==> src/srpm_map.svh <==
// register offsets, field positions, reset values for the receive monitor block
`ifndef SRPM_MAP_SVH
`define SRPM_MAP_SVH
`define SRPM_IDX_GOOD_B0 10'h118
`define SRPM_IDX_GOOD_B1 10'h119
`define SRPM_IDX_GOOD_B2 10'h11a
`define SRPM_IDX_GOOD_B3 10'h11b
`define SRPM_IDX_ABORT_B0 10'h11c
`define SRPM_IDX_ABORT_B1 10'h11d
`define SRPM_IDX_ABORT_B2 10'h11e
`define SRPM_IDX_ABORT_B3 10'h11f
`define SRPM_IDX_UPD_STROBE 10'h120
`define SRPM_IDX_UPD_DONE 10'h121
`define SRPM_IDX_X86_MISMATCH 10'h122
`define SRPM_IDX_X86_IRQ_EN 10'h123
`define SRPM_IDX_ADDR_REF 10'h128
`define SRPM_IDX_CTRL_REF 10'h129
`define SRPM_IDX_SAPIL_REF 10'h12a
`define SRPM_IDX_SAPIH_REF 10'h12b
`define SRPM_IDX_IRQ_STATUS 10'h12c
`define SRPM_IDX_IRQ_MASK 10'h12d
`define SRPM_BIT_ADDR 0
`define SRPM_BIT_CTRL 1
`define SRPM_BIT_SAPIL 2
`define SRPM_BIT_SAPIH 3
`define SRPM_BIT_EV_DONE 0
`define SRPM_BIT_EV_X86 1
`define SRPM_RST_BYTE 8'h00
`define SRPM_RST_COUNT 32'h0000_0000
`endif

==> src/srpm_pkg.sv <==
// types shared by the receive monitor block
package srpm_pkg;
    typedef struct packed {
        logic done;
        logic aborted;
        logic [15:0] len;
    } srpm_pkt_type;

    typedef struct packed {
        logic valid;
        logic [7:0] address;
        logic [7:0] control;
        logic [7:0] sapi_high;
        logic [7:0] sapi_low;
    } srpm_hdr_type;

    typedef struct packed {
        logic [7:0] address;
        logic [7:0] control;
        logic [7:0] sapi_low;
        logic [7:0] sapi_high;
    } srpm_ref_type;

    typedef enum logic [1:0] {
        SRPM_IDLE = 2'b01,
        SRPM_DONE = 2'b10
    } srpm_upd_state_type;
endpackage : srpm_pkg

==> src/srpm_top.sv <==
// receive byte monitors, snapshot update and x.86 header checks behind apb
`timescale 1ns/1ps
`include "srpm_map.svh"

// How it works
// - count bytes of received packets without abort in a 32-bit counter
// - count bytes of aborted received packets in a separate 32-bit counter
// - bytes later dropped for fcs, loopback, reset or overflow may be counted
// - aborted count read as four bytes, least significant byte at lowest address
// - strobe 0 to 1 copies counters to readable registers, then resets counters
// - done bit sets when update finishes, clears when strobe written to zero
// - flag bit 3 when received high sapi differs from its reference
// - flag bit 2 when received low sapi differs from its reference
// - flag bit 1 when received control field differs from its reference
// - flag bit 0 when received address field differs from its reference
// - mismatch flags stay set until the mismatch register is read
// - each mismatch flag interrupts while its enable bit is one; any new mismatch also interrupts via status bit 1 when mask bit 1 is set
module srpm_top
    import srpm_pkg::*;
(
    // clock and reset
    input wire logic ref_clk,
    input wire logic reset_n,
    // apb slave
    input wire logic psel,
    input wire logic penable,
    input wire logic pwrite,
    input wire logic [11:0] paddr,
    input wire logic [31:0] pwdata,
    output logic [31:0] prdata,
    output logic pready,
    output logic pslverr,
    // receive path events
    input wire srpm_pkt_type rx_pkt,
    input wire srpm_hdr_type rx_hdr,
    // interrupt
    output logic irq
);

    function automatic logic [7:0] byte_of(input logic [31:0] word, input logic [1:0] sel);
        byte_of = word[8 * sel +: 8];
    endfunction : byte_of

    function automatic logic [31:0] bump(input logic [31:0] count, input logic hit,
                                         input logic [15:0] len);
        bump = hit ? count + {16'h0000, len} : count;
    endfunction : bump

    logic [31:0] good_byte_count;
    logic [31:0] aborted_byte_count;
    logic [31:0] good_snapshot;
    logic [31:0] aborted_snapshot;
    logic monitor_update_strobe;
    logic strobe_seen;
    logic monitor_update_done;
    srpm_upd_state_type upd_state;
    logic [3:0] x86_mismatch;
    logic [3:0] x86_mismatch_irq_enable;
    srpm_ref_type refs;
    logic [1:0] irq_status;
    logic [1:0] irq_mask;

    logic setup;
    logic access;
    logic wr;
    logic rd;
    logic [9:0] idx;
    logic [9:0] acc_idx;
    logic update_rise;
    logic [3:0] next_mismatch_set;
    logic [3:0] mismatch_clr;
    logic [31:0] next_prdata;
    logic next_pslverr;

    assign setup = psel & ~penable;
    assign access = psel & penable & pready;
    assign wr = access & pwrite;
    assign rd = access & ~pwrite;
    assign idx = paddr[11:2];
    assign acc_idx = paddr[11:2];
    assign update_rise = monitor_update_strobe & ~strobe_seen;

    // register read mux and decode, evaluated in the setup cycle
    always_comb begin
        next_prdata = 32'h0000_0000;
        next_pslverr = 1'b0;
        unique case (idx)
            `SRPM_IDX_GOOD_B0: next_prdata[7:0] = byte_of(good_snapshot, 2'd0);
            `SRPM_IDX_GOOD_B1: next_prdata[7:0] = byte_of(good_snapshot, 2'd1);
            `SRPM_IDX_GOOD_B2: next_prdata[7:0] = byte_of(good_snapshot, 2'd2);
            `SRPM_IDX_GOOD_B3: next_prdata[7:0] = byte_of(good_snapshot, 2'd3);
            `SRPM_IDX_ABORT_B0: next_prdata[7:0] = byte_of(aborted_snapshot, 2'd0);
            `SRPM_IDX_ABORT_B1: next_prdata[7:0] = byte_of(aborted_snapshot, 2'd1);
            `SRPM_IDX_ABORT_B2: next_prdata[7:0] = byte_of(aborted_snapshot, 2'd2);
            `SRPM_IDX_ABORT_B3: next_prdata[7:0] = byte_of(aborted_snapshot, 2'd3);
            `SRPM_IDX_UPD_STROBE: next_prdata[0] = monitor_update_strobe;
            `SRPM_IDX_UPD_DONE: next_prdata[0] = monitor_update_done;
            `SRPM_IDX_X86_MISMATCH: next_prdata[3:0] = x86_mismatch;
            `SRPM_IDX_X86_IRQ_EN: next_prdata[3:0] = x86_mismatch_irq_enable;
            `SRPM_IDX_ADDR_REF: next_prdata[7:0] = refs.address;
            `SRPM_IDX_CTRL_REF: next_prdata[7:0] = refs.control;
            `SRPM_IDX_SAPIL_REF: next_prdata[7:0] = refs.sapi_low;
            `SRPM_IDX_SAPIH_REF: next_prdata[7:0] = refs.sapi_high;
            `SRPM_IDX_IRQ_STATUS: next_prdata[1:0] = irq_status;
            `SRPM_IDX_IRQ_MASK: next_prdata[1:0] = irq_mask;
            default: next_pslverr = 1'b1;
        endcase
        if (paddr[1:0] != 2'b00) begin
            next_prdata = 32'h0000_0000;
            next_pslverr = 1'b1;
        end
    end

    // zero wait state: answer is prepared in setup and ready in the first access cycle
    always_ff @(posedge ref_clk or negedge reset_n) begin
        if (!reset_n) begin
            pready <= 1'b0;
            prdata <= 32'h0000_0000;
            pslverr <= 1'b0;
        end else begin
            pready <= setup;
            if (setup) begin
                prdata <= next_prdata;
                pslverr <= next_pslverr;
            end
        end
    end

    // configuration registers
    always_ff @(posedge ref_clk or negedge reset_n) begin
        if (!reset_n) begin
            monitor_update_strobe <= 1'b0;
            x86_mismatch_irq_enable <= 4'h0;
            refs <= '0;
            irq_mask <= 2'b00;
        end else if (wr && !pslverr) begin
            unique case (acc_idx)
                `SRPM_IDX_UPD_STROBE: monitor_update_strobe <= pwdata[0];
                `SRPM_IDX_X86_IRQ_EN: x86_mismatch_irq_enable <= pwdata[3:0];
                `SRPM_IDX_ADDR_REF: refs.address <= pwdata[7:0];
                `SRPM_IDX_CTRL_REF: refs.control <= pwdata[7:0];
                `SRPM_IDX_SAPIL_REF: refs.sapi_low <= pwdata[7:0];
                `SRPM_IDX_SAPIH_REF: refs.sapi_high <= pwdata[7:0];
                `SRPM_IDX_IRQ_MASK: irq_mask <= pwdata[1:0];
                default: ;
            endcase
        end
    end

    // running counters; a packet ending in the update cycle lands in the fresh count
    always_ff @(posedge ref_clk or negedge reset_n) begin
        if (!reset_n) begin
            good_byte_count <= `SRPM_RST_COUNT;
            aborted_byte_count <= `SRPM_RST_COUNT;
        end else begin
            // lengths arrive as reported; dropped bytes are not subtracted
            good_byte_count <= bump(update_rise ? `SRPM_RST_COUNT : good_byte_count,
                                    rx_pkt.done & ~rx_pkt.aborted, rx_pkt.len);
            aborted_byte_count <= bump(update_rise ? `SRPM_RST_COUNT : aborted_byte_count,
                                       rx_pkt.done & rx_pkt.aborted, rx_pkt.len);
        end
    end

    // snapshot only on the strobe edge so multi-byte reads stay coherent
    always_ff @(posedge ref_clk or negedge reset_n) begin
        if (!reset_n) begin
            strobe_seen <= 1'b0;
            good_snapshot <= `SRPM_RST_COUNT;
            aborted_snapshot <= `SRPM_RST_COUNT;
        end else begin
            strobe_seen <= monitor_update_strobe;
            if (update_rise) begin
                good_snapshot <= good_byte_count;
                aborted_snapshot <= aborted_byte_count;
            end
        end
    end

    // completion tracking
    always_ff @(posedge ref_clk or negedge reset_n) begin
        if (!reset_n) begin
            upd_state <= SRPM_IDLE;
            monitor_update_done <= 1'b0;
        end else begin
            unique case (upd_state)
                SRPM_IDLE: begin
                    if (update_rise) begin
                        upd_state <= SRPM_DONE;
                        monitor_update_done <= 1'b1;
                    end
                end
                SRPM_DONE: begin
                    if (!monitor_update_strobe) begin
                        upd_state <= SRPM_IDLE;
                        monitor_update_done <= 1'b0;
                    end
                end
                default: begin
                    upd_state <= SRPM_IDLE;
                    monitor_update_done <= 1'b0;
                end
            endcase
        end
    end

    // header comparison against references
    always_comb begin
        next_mismatch_set = 4'h0;
        if (rx_hdr.valid) begin
            next_mismatch_set[`SRPM_BIT_SAPIH] = rx_hdr.sapi_high != refs.sapi_high;
            next_mismatch_set[`SRPM_BIT_SAPIL] = rx_hdr.sapi_low != refs.sapi_low;
            next_mismatch_set[`SRPM_BIT_CTRL] = rx_hdr.control != refs.control;
            next_mismatch_set[`SRPM_BIT_ADDR] = rx_hdr.address != refs.address;
        end
    end

    // only the bits actually returned to software are cleared by the read
    assign mismatch_clr = (rd && !pslverr && acc_idx == `SRPM_IDX_X86_MISMATCH) ?
                          prdata[3:0] : 4'h0;

    always_ff @(posedge ref_clk or negedge reset_n) begin
        if (!reset_n) begin
            x86_mismatch <= 4'h0;
        end else begin
            x86_mismatch <= (x86_mismatch & ~mismatch_clr) | next_mismatch_set;
        end
    end

    // sticky event status, write one to clear; a new event beats the clear
    always_ff @(posedge ref_clk or negedge reset_n) begin
        if (!reset_n) begin
            irq_status <= 2'b00;
        end else begin
            irq_status <= (irq_status &
                           ~((wr && !pslverr && acc_idx == `SRPM_IDX_IRQ_STATUS) ?
                             pwdata[1:0] : 2'b00))
                          | {|next_mismatch_set, update_rise};
        end
    end

    always_ff @(posedge ref_clk or negedge reset_n) begin
        if (!reset_n) begin
            irq <= 1'b0;
        end else begin
            irq <= (|(x86_mismatch & x86_mismatch_irq_enable)) | (|(irq_status & irq_mask));
        end
    end

endmodule : srpm_top

==> config.mk <==
export PLATFORM = sky130hd
export DESIGN_NAME = srpm_top
export DESIGN_NICKNAME = d
export VERILOG_FILES = /design/src/srpm_pkg.sv /design/src/srpm_top.sv
export VERILOG_INCLUDE_DIRS = /design/src
export SDC_FILE = /design/constraint.sdc
export NUM_CORES = 1
export LEC_CHECK = 0
export BUFFER_PORTS_ARGS = -buffer_cell sky130_fd_sc_hd__buf_2
export CORE_MARGIN = 3
export CORE_UTILIZATION = 48
export CTS_BUF_LIST = sky130_fd_sc_hd__clkbuf_8
export CTS_CLUSTER_SIZE = 24
export DETAILED_ROUTE_END_ITERATION = 10
export GPL_ROUTABILITY_DRIVEN = 0
export PLACE_DENSITY = 0.75
export SETUP_SLACK_MARGIN = 0.4
export SYNTH_ARGS = -nofsm -noshare
export SYNTH_HDL_FRONTEND = slang
export SYNTH_SLANG_ARGS = --single-unit
==> constraint.sdc <==
create_clock -name ref_clk -period 3.55 [get_ports ref_clk]
set_input_delay 0.1775 -clock ref_clk [delete_from_list [all_inputs] [get_ports ref_clk]]
set_output_delay 0.1775 -clock ref_clk [all_outputs]
set_load 0.03 [all_outputs]
==> results.yml, run 1 <==
timing:
  timing.slew.headroom_pct: 29.51
  final_period_minus_worst_setup_slack_ns: 3.033
  setup_tns_ns: 0
  achievable-frequency_ghz: 0.3297
  setup_viol: 0
  pins_over_their_slew_limit: 0
  finalCritPeriodShare_pct: 85.45
  clock_skew_ns: 0.01325
  max_slew.worst_pin.slew_ns: 1.057
  hold_viol_final: 0
  grt_setup_unrepaired: "true"
routing:
  first_pass_iters: 6
  drt-vias-per-instance: 5.788
  totalWireLength_um: 28030
  drt_iter0_drc: 874
  avgRoutedWirePerCell_um: 18.29
  drt_drc_violations_left: 0
  routed-via-count: 8867
  postRouteAntennaNets: 0
global_route:
  busiest_layer: "met2"
  gr_layer_usage_met1_pct: 33.08
  grt_use_total_pct: 23.34
  first_global_vias: 8513
  grt_start_max_net_pins: 92
  grt.met3_usage_pct: 3.578
  global_route.usage.met2_pct: 37.24
  grt_first_pass_wirelength_um: 45240
  gr-total-overflow: 0
  initial_antenna_violation_count: 0
setup_path:
  crit_path_top_delay_cell: "sky130_fd_sc_hd__dfrtp_2"
  crit_path_start_kind: "flip-flop"
  setup_crit_end_kind: "flip-flop"
  timing.reg2reg.worst_path_depth: 11
  worst_r2r_startpoint: "strobe_seen"
  cp_num_cells: 11
  crit_path_max_incr_delay_ns: 0.50
  maximum_fanout_count_along_the_critical_path: 7
  crit_path_cell_trace: "nand2b_4 -> buf_4 -> and2_1 -> ha_1 -> a21oi_1 -> nor2b_2 -> a21boi_0 -> a311oi_2 -> o211ai_1 -> or3_1 -> a21oi_1"
  worstReg2RegEnd: "good_byte_count[25]"
  cp.buffers_inverters: 1
  crit_path_frequent_cell: "sky130_fd_sc_hd__a21oi_1"
  startpoint: "strobe_seen"
  arrival_time_of_the_worst_setup_path_ns: 3.43
  cp_top_family: "compound AO/OA/AOI/OAI gates"
  worstSetupEndpoint: "good_byte_count[25]"
  timing_worst_setup_path_type: "flip-flop to flip-flop"
  ff2ff_setup_slack_ns: 0.52
  cp.required_ns: 3.95
logic_synthesis:
  yosys-mux-area-fraction_pct: 8.384
  yosys.area.top_type_share_pct: 43.08
  post_synth_most_frequent_cells: "284 x sky130_fd_sc_hd__nand2_1, 186 x sky130_fd_sc_hd__dfrtp_1, 63 x sky130_fd_sc_hd__o21ai_0"
  yosys.area_share.xor_xnor_pct: 5.836
  synth_ff_type: "sky130_fd_sc_hd__dfrtp_1"
  postSynthAreaPerCell_um2: 9.380
  synth-seq-cells: 187
  simple_gate_share_of_the_synthesized_area_pct: 21.35
  synth_cell_types: 74
  synth_cells: 1152
  post-synth-top-count-cell: "sky130_fd_sc_hd__nand2_1"
  yosys.area.top_type: "sky130_fd_sc_hd__dfrtp_1"
  synth_fa_ha_area_share_pct: 4.076
  ys_seq_area_share_pct: 43.32
  fraction_of_the_mapped_netlist_area_in_compound_gates_pct: 12.89
  yosys-top-cells-area: "sky130_fd_sc_hd__dfrtp_1 43%, sky130_fd_sc_hd__nand2_1 9.9%, sky130_fd_sc_hd__mux2_2 5.0%"
  ys_async_sr_fraction_pct: 100.0
  synth-warning-count: 0
  netlist_area_um2: 10810
  synth_edf_count: 0
  synth_top_family_by_area: "simple AND/OR/NAND/NOR gates"
power_and_ir_drop:
  p_leak_nw: 5.827
  vdd_drop_max_mv: 0.3771
  total_power_mw: 6.353
  pwr_density_cell_nw_per_um2: 525.2
flow_run:
  cap_violations: 0
place:
  place.detailed.hpwl_um: 19860
  io_buffer_count: 86
  cell_count_post_placement: 1486
status:
  status: "finished, final reports clean"
floorplan:
  rows: 54
  die_area_um2: 24350
  initial_core_util_pct: 49.21
  io_pins: 135
  floorplan.die.height_um: 156.0
  chipWidth_um: 156.0
  placeable_area_um2: 21960
clocking:
  htree_levels: 4
  cts.clk_slew.worst_paths_ns: 0.10
  insertion_delay_ns: 0.47
  cts_max_path_buffers: 2
  cts-root-buf: "sky130_fd_sc_hd__clkbuf_8"
  numCtsBuffers: 17
  cts_tree: "yes"
  tritoncts_sink_count: 187
finish:
  syn2layout_area_growth_pct: 11.95
  n_fill_cell: 1910
  post_route_cells_drive_above_1_share_pct: 19.02
  stdcell_count: 1532
  final_net_count: 1372
hold_path:
  hold_crit_class: "primary input to flip-flop"
## cell families after synthesis
family / after synthesis
compound gates: 215
xor+xnor: 72
fa+ha+maj: 34
buf+inv: 85
flops: 187
mux: 72
other cells: 1
simple gates: 486
## worst min path at each step
stage                   start  depth (start not counted)  slack, ns               endpoint
detailed placement    reset_n                          1       0.31                pslverr
CTS                 pwdata[3]                          2       0.03               refs[19]
floorplan             reset_n                          0      -0.12  aborted_byte_count[0]
global route        pwdata[3]                          2       0.03               refs[27]
finish              pwdata[3]                          2       0.05               refs[19]
global placement      reset_n                          1       0.29        x86_mismatch[1]
## routing by layer
| metal | vias up | share of wire (%) |
|---|---|---|
| li1 | 4167 | - |
| met1 | 4291 | 44 |
| met2 | 351 | 47 |
| met3 | 58 | 6.2 |
| met4 | 0 | 2.5 |
| met5 | - | 0 |
## where the power goes
group	total, mW	switching [mW]	internal (mW)
Combinational	2.26	1.30	0.958
Clock	1.53	0.790	0.738
Sequential	2.57	0.194	2.37
Total	6.35	2.28	4.07
## registers in the layout (all words and copies together), names as in the netlist, 2 cells and up
| signal | cells |
|---|---|
| good_snapshot | 32 |
| x86_mismatch | 4 |
| aborted_snapshot | 32 |
| aborted_byte_count | 32 |
| prdata | 8 |
| refs | 32 |
| good_byte_count | 32 |
| irq_mask | 2 |
| irq_status | 2 |
| x86_mismatch_irq_enable | 4 |
## cell type report
class / count / area, um2 / area share [%]
Antenna cell: 1 / 2.502 / 0.02069
Clock buffer: 19 / 261.5 / 2.162
Clock inverter: 13 / 162.7 / 1.345
Inverter: 11 / 41.29 / 0.3413
Multi-Input combinational cell: 906 / 5901 / 48.78
Sequential cell: 187 / 4683 / 38.72
Tap cell: 280 / 350.3 / 2.896
Timing Repair Buffer: 115 / 694.4 / 5.741
## cells in the final DEF, fill, tap and decap left out, types with 8 or more instances in the layout
cell type and instances:
sky130_fd_sc_hd__nand2_1 284, sky130_fd_sc_hd__dfrtp_1 184, sky130_fd_sc_hd__buf_2 85, sky130_fd_sc_hd__o21ai_0 63, sky130_fd_sc_hd__mux2_2 48, sky130_fd_sc_hd__a21oi_1 45, sky130_fd_sc_hd__nor2_1 41, sky130_fd_sc_hd__xor2_1 39
sky130_fd_sc_hd__and2_1 37, sky130_fd_sc_hd__xnor2_1 33, sky130_fd_sc_hd__ha_1 28, sky130_fd_sc_hd__conb_1 24, sky130_fd_sc_hd__buf_4 22, sky130_fd_sc_hd__clkbuf_8 20, sky130_fd_sc_hd__nand4_1 19, sky130_fd_sc_hd__nand3_1 16
sky130_fd_sc_hd__mux2i_1 14, sky130_fd_sc_hd__a21o_1 13, sky130_fd_sc_hd__a22oi_1 13, sky130_fd_sc_hd__nor3_1 12, sky130_fd_sc_hd__inv_1 11, sky130_fd_sc_hd__and3_1 11, sky130_fd_sc_hd__o21a_1 10, sky130_fd_sc_hd__mux4_2 10
sky130_fd_sc_hd__o211ai_1 8, sky130_fd_sc_hd__or3_1 8, sky130_fd_sc_hd__nand2b_1 8
## what timing repair did
action	in CTS	in global routing
endpoints found under the hold margin	104	0
pin swaps	0	3
setup buffers	0	5
gates resized for setup	5	16
gates cloned	2	1
hold buffers	5	0
setup endpoints to repair	14	29
## metrics by stage
stage | hold slack [ns] | cell area, um2 | setup slack [ns] | util, %
after floorplan | -0.1181 | 10890 | 0.6030 | -
after global placement | 0.2922 | 11450 | 0.3013 | 52.14
after detailed placement | 0.3093 | 11450 | 0.2978 | 52.14
after CTS | 0.03319 | 11960 | 0.4433 | 54.45
after global routing | 0.02743 | 12090 | 0.3765 | 55.08
final | 0.04906 | 12100 | 0.5166 | 55.09
No activity file was read; power rests on OpenSTA's default activity.
==> inputs of run 2 (changes only) <==
Settings changed: CORE_UTILIZATION 48 to 60, PLACE_DENSITY 0.75 to 0.89.
==> run 2 against run 1 <==
Sequential power about the same; total power decreased by 1.1%; critical path depth grew 1; worst setup slack got worse by 0.052 ns; wire length grew 0.48%; via count grew 2.3%; die area is 19% lower; count of clock-buffer cells in the layout down 1; non-clock buffer count rose by 1; combinational power up 4%; critical endpoint is now good_byte_count[29]; largest power group unchanged; highest routed layer unchanged.
==> results.yml, run 2 (synthesis results as in run 1) <==
status:
  status: "finished, final reports clean"
power_and_ir_drop:
  pwr_density_cell_nw_per_um2: 524.3
  vdd_drop_max_mv: 0.4653
  p_leak_nw: 5.812
timing:
  final_period_minus_worst_setup_slack_ns: 3.086
  hold_viol_final: 0
  setup_tns_ns: 0
  timing.slew.headroom_pct: 38.97
  clock_skew_ns: 0.01334
  max_slew.worst_pin.slew_ns: 0.9136
  setup_viol: 0
  timing.hold.ws_ns: 0.03164
  achievable-frequency_ghz: 0.3241
  pins_over_their_slew_limit: 0
  finalCritPeriodShare_pct: 86.93
  grt_setup_unrepaired: "true"
place:
  io_buffer_count: 86
  cell_count_post_placement: 1430
  place.detailed.hpwl_um: 19940
  dpl-instance-area_um2: 11370
setup_path:
  maximum_fanout_count_along_the_critical_path: 7
  worst_r2r_startpoint: "strobe_seen"
  worstSetupEndpoint: "good_byte_count[29]"
  timing.reg2reg.worst_path_depth: 12
  ff2ff_setup_slack_ns: 0.46
  setup_crit_end_kind: "flip-flop"
  timing_worst_setup_path_type: "flip-flop to flip-flop"
  worstReg2RegEnd: "good_byte_count[29]"
  crit_path_start_kind: "flip-flop"
  arrival_time_of_the_worst_setup_path_ns: 3.49
  startpoint: "strobe_seen"
  cp.required_ns: 3.95
routing:
  drt-vias-per-instance: 6.148
  first_pass_iters: 7
  postRouteAntennaNets: 0
  avgRoutedWirePerCell_um: 19.08
  routed-via-count: 9075
  drt_drc_violations_left: 0
  totalWireLength_um: 28160
  drt_iter0_drc: 975
global_route:
  initial_antenna_violation_count: 0
  grt_use_total_pct: 28.24
  first_global_vias: 8762
  gr-total-overflow: 0
  grt_first_pass_wirelength_um: 44580
  grt_start_max_net_pins: 94
clocking:
  htree_levels: 4
  cts_tree: "yes"
  cts.clk_slew.worst_paths_ns: 0.09
  numCtsBuffers: 17
  cts_max_path_buffers: 2
  cts-root-buf: "sky130_fd_sc_hd__clkbuf_8"
  tritoncts_sink_count: 187
  insertion_delay_ns: 0.48
floorplan:
  rows: 48
  initial_core_util_pct: 61.83
  chipWidth_um: 140.2
  placeable_area_um2: 17480
  io_pins: 135
  floorplan.die.height_um: 140.2
  die_area_um2: 19650
finish:
  insertedDiodeCount: 0
  final_core_util_pct: 68.57
  n_fill_cell: 1298
  mostFrequentLayoutCell: "sky130_fd_sc_hd__nand2_1"
  final_net_count: 1372
  post_route_cells_drive_above_1_share_pct: 18.86
  multi_input_comb_area_um2: 5918
  layout.cells.most_common_list: "284 x sky130_fd_sc_hd__nand2_1, 184 x sky130_fd_sc_hd__dfrtp_1, 85 x sky130_fd_sc_hd__buf_2"
  stdcell_count: 1476
  final_area_um2: 11980
  syn2layout_area_growth_pct: 10.91
  sequential_cell_area_um2: 4683
hold_path:
  hold_crit_class: "primary input to flip-flop"
flow_run:
  cap_violations: 0
[run 2: cell count changes in the layout (fill, tap and decap cells not counted), sizes merged]
cell,delta
buf,+1
bufinv,-2
clkbuf,-1
clkinv,+1
diode,-1
inv,+2
nand2b,-1
[run 2: final cells by class]
type | instances | area share [%]
flip-flops and latches | 187 | 39.08
well taps | 225 | 2.349
multi-input cells | 905 | 49.38
clock buffers | 18 | 2.067
repair buffers | 116 | 5.857
inverters | 11 | 0.3445
clock inverters | 14 | 0.9188
[run 2: worst min-delay path by stage]
stage / depth (start not counted) / to / startpoint
5_1_grt: 2 / x86_mismatch_irq_enable[3] / pwdata[3]
3_3_place_gp: 1 / x86_mismatch[0] / reset_n
6_report: 2 / refs[3] / pwdata[3]
2_1_floorplan: 0 / aborted_byte_count[0] / reset_n
4_1_cts: 2 / refs[3] / pwdata[3]
3_5_place_dp: 1 / x86_mismatch[0] / reset_n
[run 2: power breakdown]
| part | switching [mW] | internal, mW | total (mW) |
|---|---|---|---|
| clock network | 0.767 | 0.565 | 1.33 |
| logic | 1.38 | 0.982 | 2.36 |
| registers | 0.217 | 2.37 | 2.59 |
| total | 2.36 | 3.92 | 6.28 |
[run 2: layer usage]
metal | vias up | track usage, % | share of wire [%]
li1 | 4162 | - | -
met1 | 4366 | 38.23 | 41
met2 | 461 | 45.64 | 47
met3 | 86 | 5.258 | 8.4
met4 | 0 | 10.66 | 3.5
met5 | - | 0 | 0
[run 2: repair_timing]
action                                 4_1_cts  5_1_grt
endpoints found under the hold margin      106        0
hold buffers                                 5        0
setup endpoints to repair                    8       31
buffers inserted                             3        4
pin swaps                                    1        3
gates resized for setup                      6       20
cloned                                       1        1
[run 2: worst max-delay path, cell delays in order, from the launching register on]
cell	delay (ns)
sky130_fd_sc_hd__dfrtp_2	0.51
sky130_fd_sc_hd__nand2b_4	0.25
sky130_fd_sc_hd__buf_4	0.20
sky130_fd_sc_hd__and2_1	0.19
sky130_fd_sc_hd__ha_1	0.33
sky130_fd_sc_hd__nand3_1	0.13
sky130_fd_sc_hd__nor4_2	0.29
sky130_fd_sc_hd__nor2_2	0.12
sky130_fd_sc_hd__a311oi_2	0.37
sky130_fd_sc_hd__buf_4	0.21
sky130_fd_sc_hd__o2111ai_1	0.15
sky130_fd_sc_hd__xor2_1	0.17
sky130_fd_sc_hd__nor2_1	0.10
[run 2: stage by stage]
step | total power, mW | worst slack (ns)
finish | 6.284 | 0.4641
global route | 6.671 | 0.3504
CTS | 6.131 | 0.3829
detailed placement | 4.777 | 0.3321
global placement | 4.669 | 0.4344
floorplan | 4.279 | 0.6030
==> inputs of run 3 (changes only) <==
Settings changed: BUFFER_PORTS_ARGS -buffer_cell sky130_fd_sc_hd__buf_2 to -buffer_cell sky130_fd_sc_hd__buf_4, CORE_UTILIZATION 60 to 30, PLACE_DENSITY 0.89 to 0.54.
==> run 3 against run 2 <==
Worst setup slack gained 0.070 ns; first-iteration DRC count shrank 43%; global-route usage shrank 12 points; cell area grew 4.4%; critical endpoint is now good_byte_count[26]; highest routed layer unchanged.
==> results.yml, run 3 (synthesis results as in run 1) <==
status:
  status: "finished, final reports clean"
routing:
  drt_drc_violations_left: 0
  drt_iter0_drc: 552
  postRouteAntennaNets: 0
  first_pass_iters: 5
  avgRoutedWirePerCell_um: 17.95
  drt-vias-per-instance: 5.071
  totalWireLength_um: 30620
  routed-via-count: 8651
global_route:
  grt_start_max_net_pins: 81
  first_global_vias: 8389
  initial_antenna_violation_count: 0
  grt_use_total_pct: 15.84
  gr-total-overflow: 0
  grt_first_pass_wirelength_um: 48090
power_and_ir_drop:
  pwr_density_cell_nw_per_um2: 507.2
  total_power_mw: 6.344
  vdd_drop_max_mv: 0.2872
  p_leak_nw: 5.875
finish:
  mostFrequentLayoutCell: "sky130_fd_sc_hd__nand2_1"
  post_route_cells_drive_above_1_share_pct: 18.55
  syn2layout_area_growth_pct: 15.77
  insertedDiodeCount: 0
  final_net_count: 1372
  final_core_util_pct: 35.69
  layout.cells.most_common_list: "284 x sky130_fd_sc_hd__nand2_1, 184 x sky130_fd_sc_hd__dfrtp_1, 105 x sky130_fd_sc_hd__buf_4"
  n_fill_cell: 3628
setup_path:
  maximum_fanout_count_along_the_critical_path: 8
  timing.reg2reg.worst_path_depth: 10
  worstReg2RegEnd: "good_byte_count[26]"
  cp.buffers_inverters: 0
  crit_path_top_delay_cell: "sky130_fd_sc_hd__dfrtp_2"
  cp_top_family: "simple AND/OR/NAND/NOR gates"
  crit_path_max_incr_delay_ns: 0.49
  cp.required_ns: 3.92
  ff2ff_setup_slack_ns: 0.53
  arrival_time_of_the_worst_setup_path_ns: 3.38
  worst_r2r_startpoint: "strobe_seen"
  crit_path_start_kind: "flip-flop"
  setup_crit_end_kind: "flip-flop"
  crit_path_cell_trace: "nand2b_4 -> and2_1 -> ha_4 -> nand2_1 -> or3_4 -> a2111o_1 -> o21ba_4 -> nor4b_4 -> xnor2_1 -> nor2_1"
  timing_worst_setup_path_type: "flip-flop to flip-flop"
clocking:
  cts_max_path_buffers: 2
  tritoncts_sink_count: 187
  htree_levels: 4
  cts-root-buf: "sky130_fd_sc_hd__clkbuf_8"
  insertion_delay_ns: 0.47
  cts.clk_slew.worst_paths_ns: 0.11
  cts_tree: "yes"
  numCtsBuffers: 17
timing:
  hold_viol_final: 0
  setup_tns_ns: 0
  timing.slew.headroom_pct: 30.44
  setup_viol: 0
  final_period_minus_worst_setup_slack_ns: 3.016
  grt_setup_unrepaired: "false"
  pins_over_their_slew_limit: 0
  finalCritPeriodShare_pct: 84.95
  achievable-frequency_ghz: 0.3316
  layout_setup_ws_ns: 0.5342
  max_slew.worst_pin.slew_ns: 1.043
  clock_skew_ns: 0.02030
floorplan:
  rows: 68
  io_pins: 135
  initial_core_util_pct: 30.83
  chipWidth_um: 195.8
  floorplan.die.height_um: 195.8
  die_area_um2: 38330
  placeable_area_um2: 35050
hold_path:
  min_delay_worst_endpoint: "good_byte_count[16]"
  hold_crit_class: "primary input to flip-flop"
  worstHoldStart: "rx_pkt[16]"
  holdPathStages: 4
place:
  pre_cts_setup_slack_ns: 0.2566
  place.detailed.hpwl_um: 22000
  io_buffer_count: 86
flow_run:
  cap_violations: 0
==> run 3: cell count changes in the layout (fill, tap and decap cells not counted), sizes merged <==
cell         previous run  this run
buf                   110       107
dlygate4sd3             5         8
inv                    16        15
clkinv                  5         7
clkbuf                 19        18
==> run 3: where the power goes <==
part,leakage [nW],switching (mW),internal (mW)
logic,3.21,1.33,1.02
registers,2.47,0.222,2.37
clock network,0.188,0.830,0.568
total,5.87,2.38,3.96
==> run 3: stage by stage <==
step	cell area (um2)	std cells	hold WS (ns)
after floorplan	10890	1175	-0.1181
after global placement	11860	1657	0.2341
after detailed placement	11860	1657	0.2367
after CTS	12370	1699	0.01041
after global routing	12510	1706	0.02242
final	12510	1706	0.05353
==> run 3: worst min-delay path, delay by kind of cell <==
family / cells / cell delay [ns]
xor+xnor: 1 / 0.06
buf+inv: 1 / 0.12
simple gates: 2 / 0.14
==> run 3: worst max-delay path by stage <==
stage	from	endpoint	slack, ns	cells after the start
2_1_floorplan	strobe_seen	aborted_byte_count[20]	0.60	13
3_3_place_gp	strobe_seen	good_byte_count[24]	0.28	11
3_5_place_dp	strobe_seen	good_byte_count[25]	0.26	11
4_1_cts	strobe_seen	good_byte_count[12]	0.40	11
5_1_grt	strobe_seen	good_byte_count[26]	0.40	11
6_report	strobe_seen	good_byte_count[26]	0.53	10
==> run 3: area by class of cell <==
class	instances	area [um2]	area share [%]
multi-input combinational	905	5913	47.27
sequential	187	4683	37.44
timing repair buffer	116	922.1	7.371
tap	455	569.3	4.551
clock buffer	17	234.0	1.870
clock inverter	15	146.4	1.170
inverter	11	41.29	0.3301
==> run 3: repair_timing <==
action                                  4_1_cts  5_1_grt
setup buffers                                 0        7
gates cloned                                  2        0
pin swaps                                     0        5
resized for setup                             6       15
endpoints found under the hold margin        95        0
hold buffers                                  8        0
endpoints found under the setup margin       19       33
==> run 3: layer usage <==
metal / up-vias / wire length [um] / track usage (%)
met4: 0 / 747 / 4.595
met2: 244 / 13280 / 23.92
met5: - / 0 / 0
li1: 4162 / - / -
met1: 4199 / 15140 / 23.12
met3: 46 / 1447 / 3.005
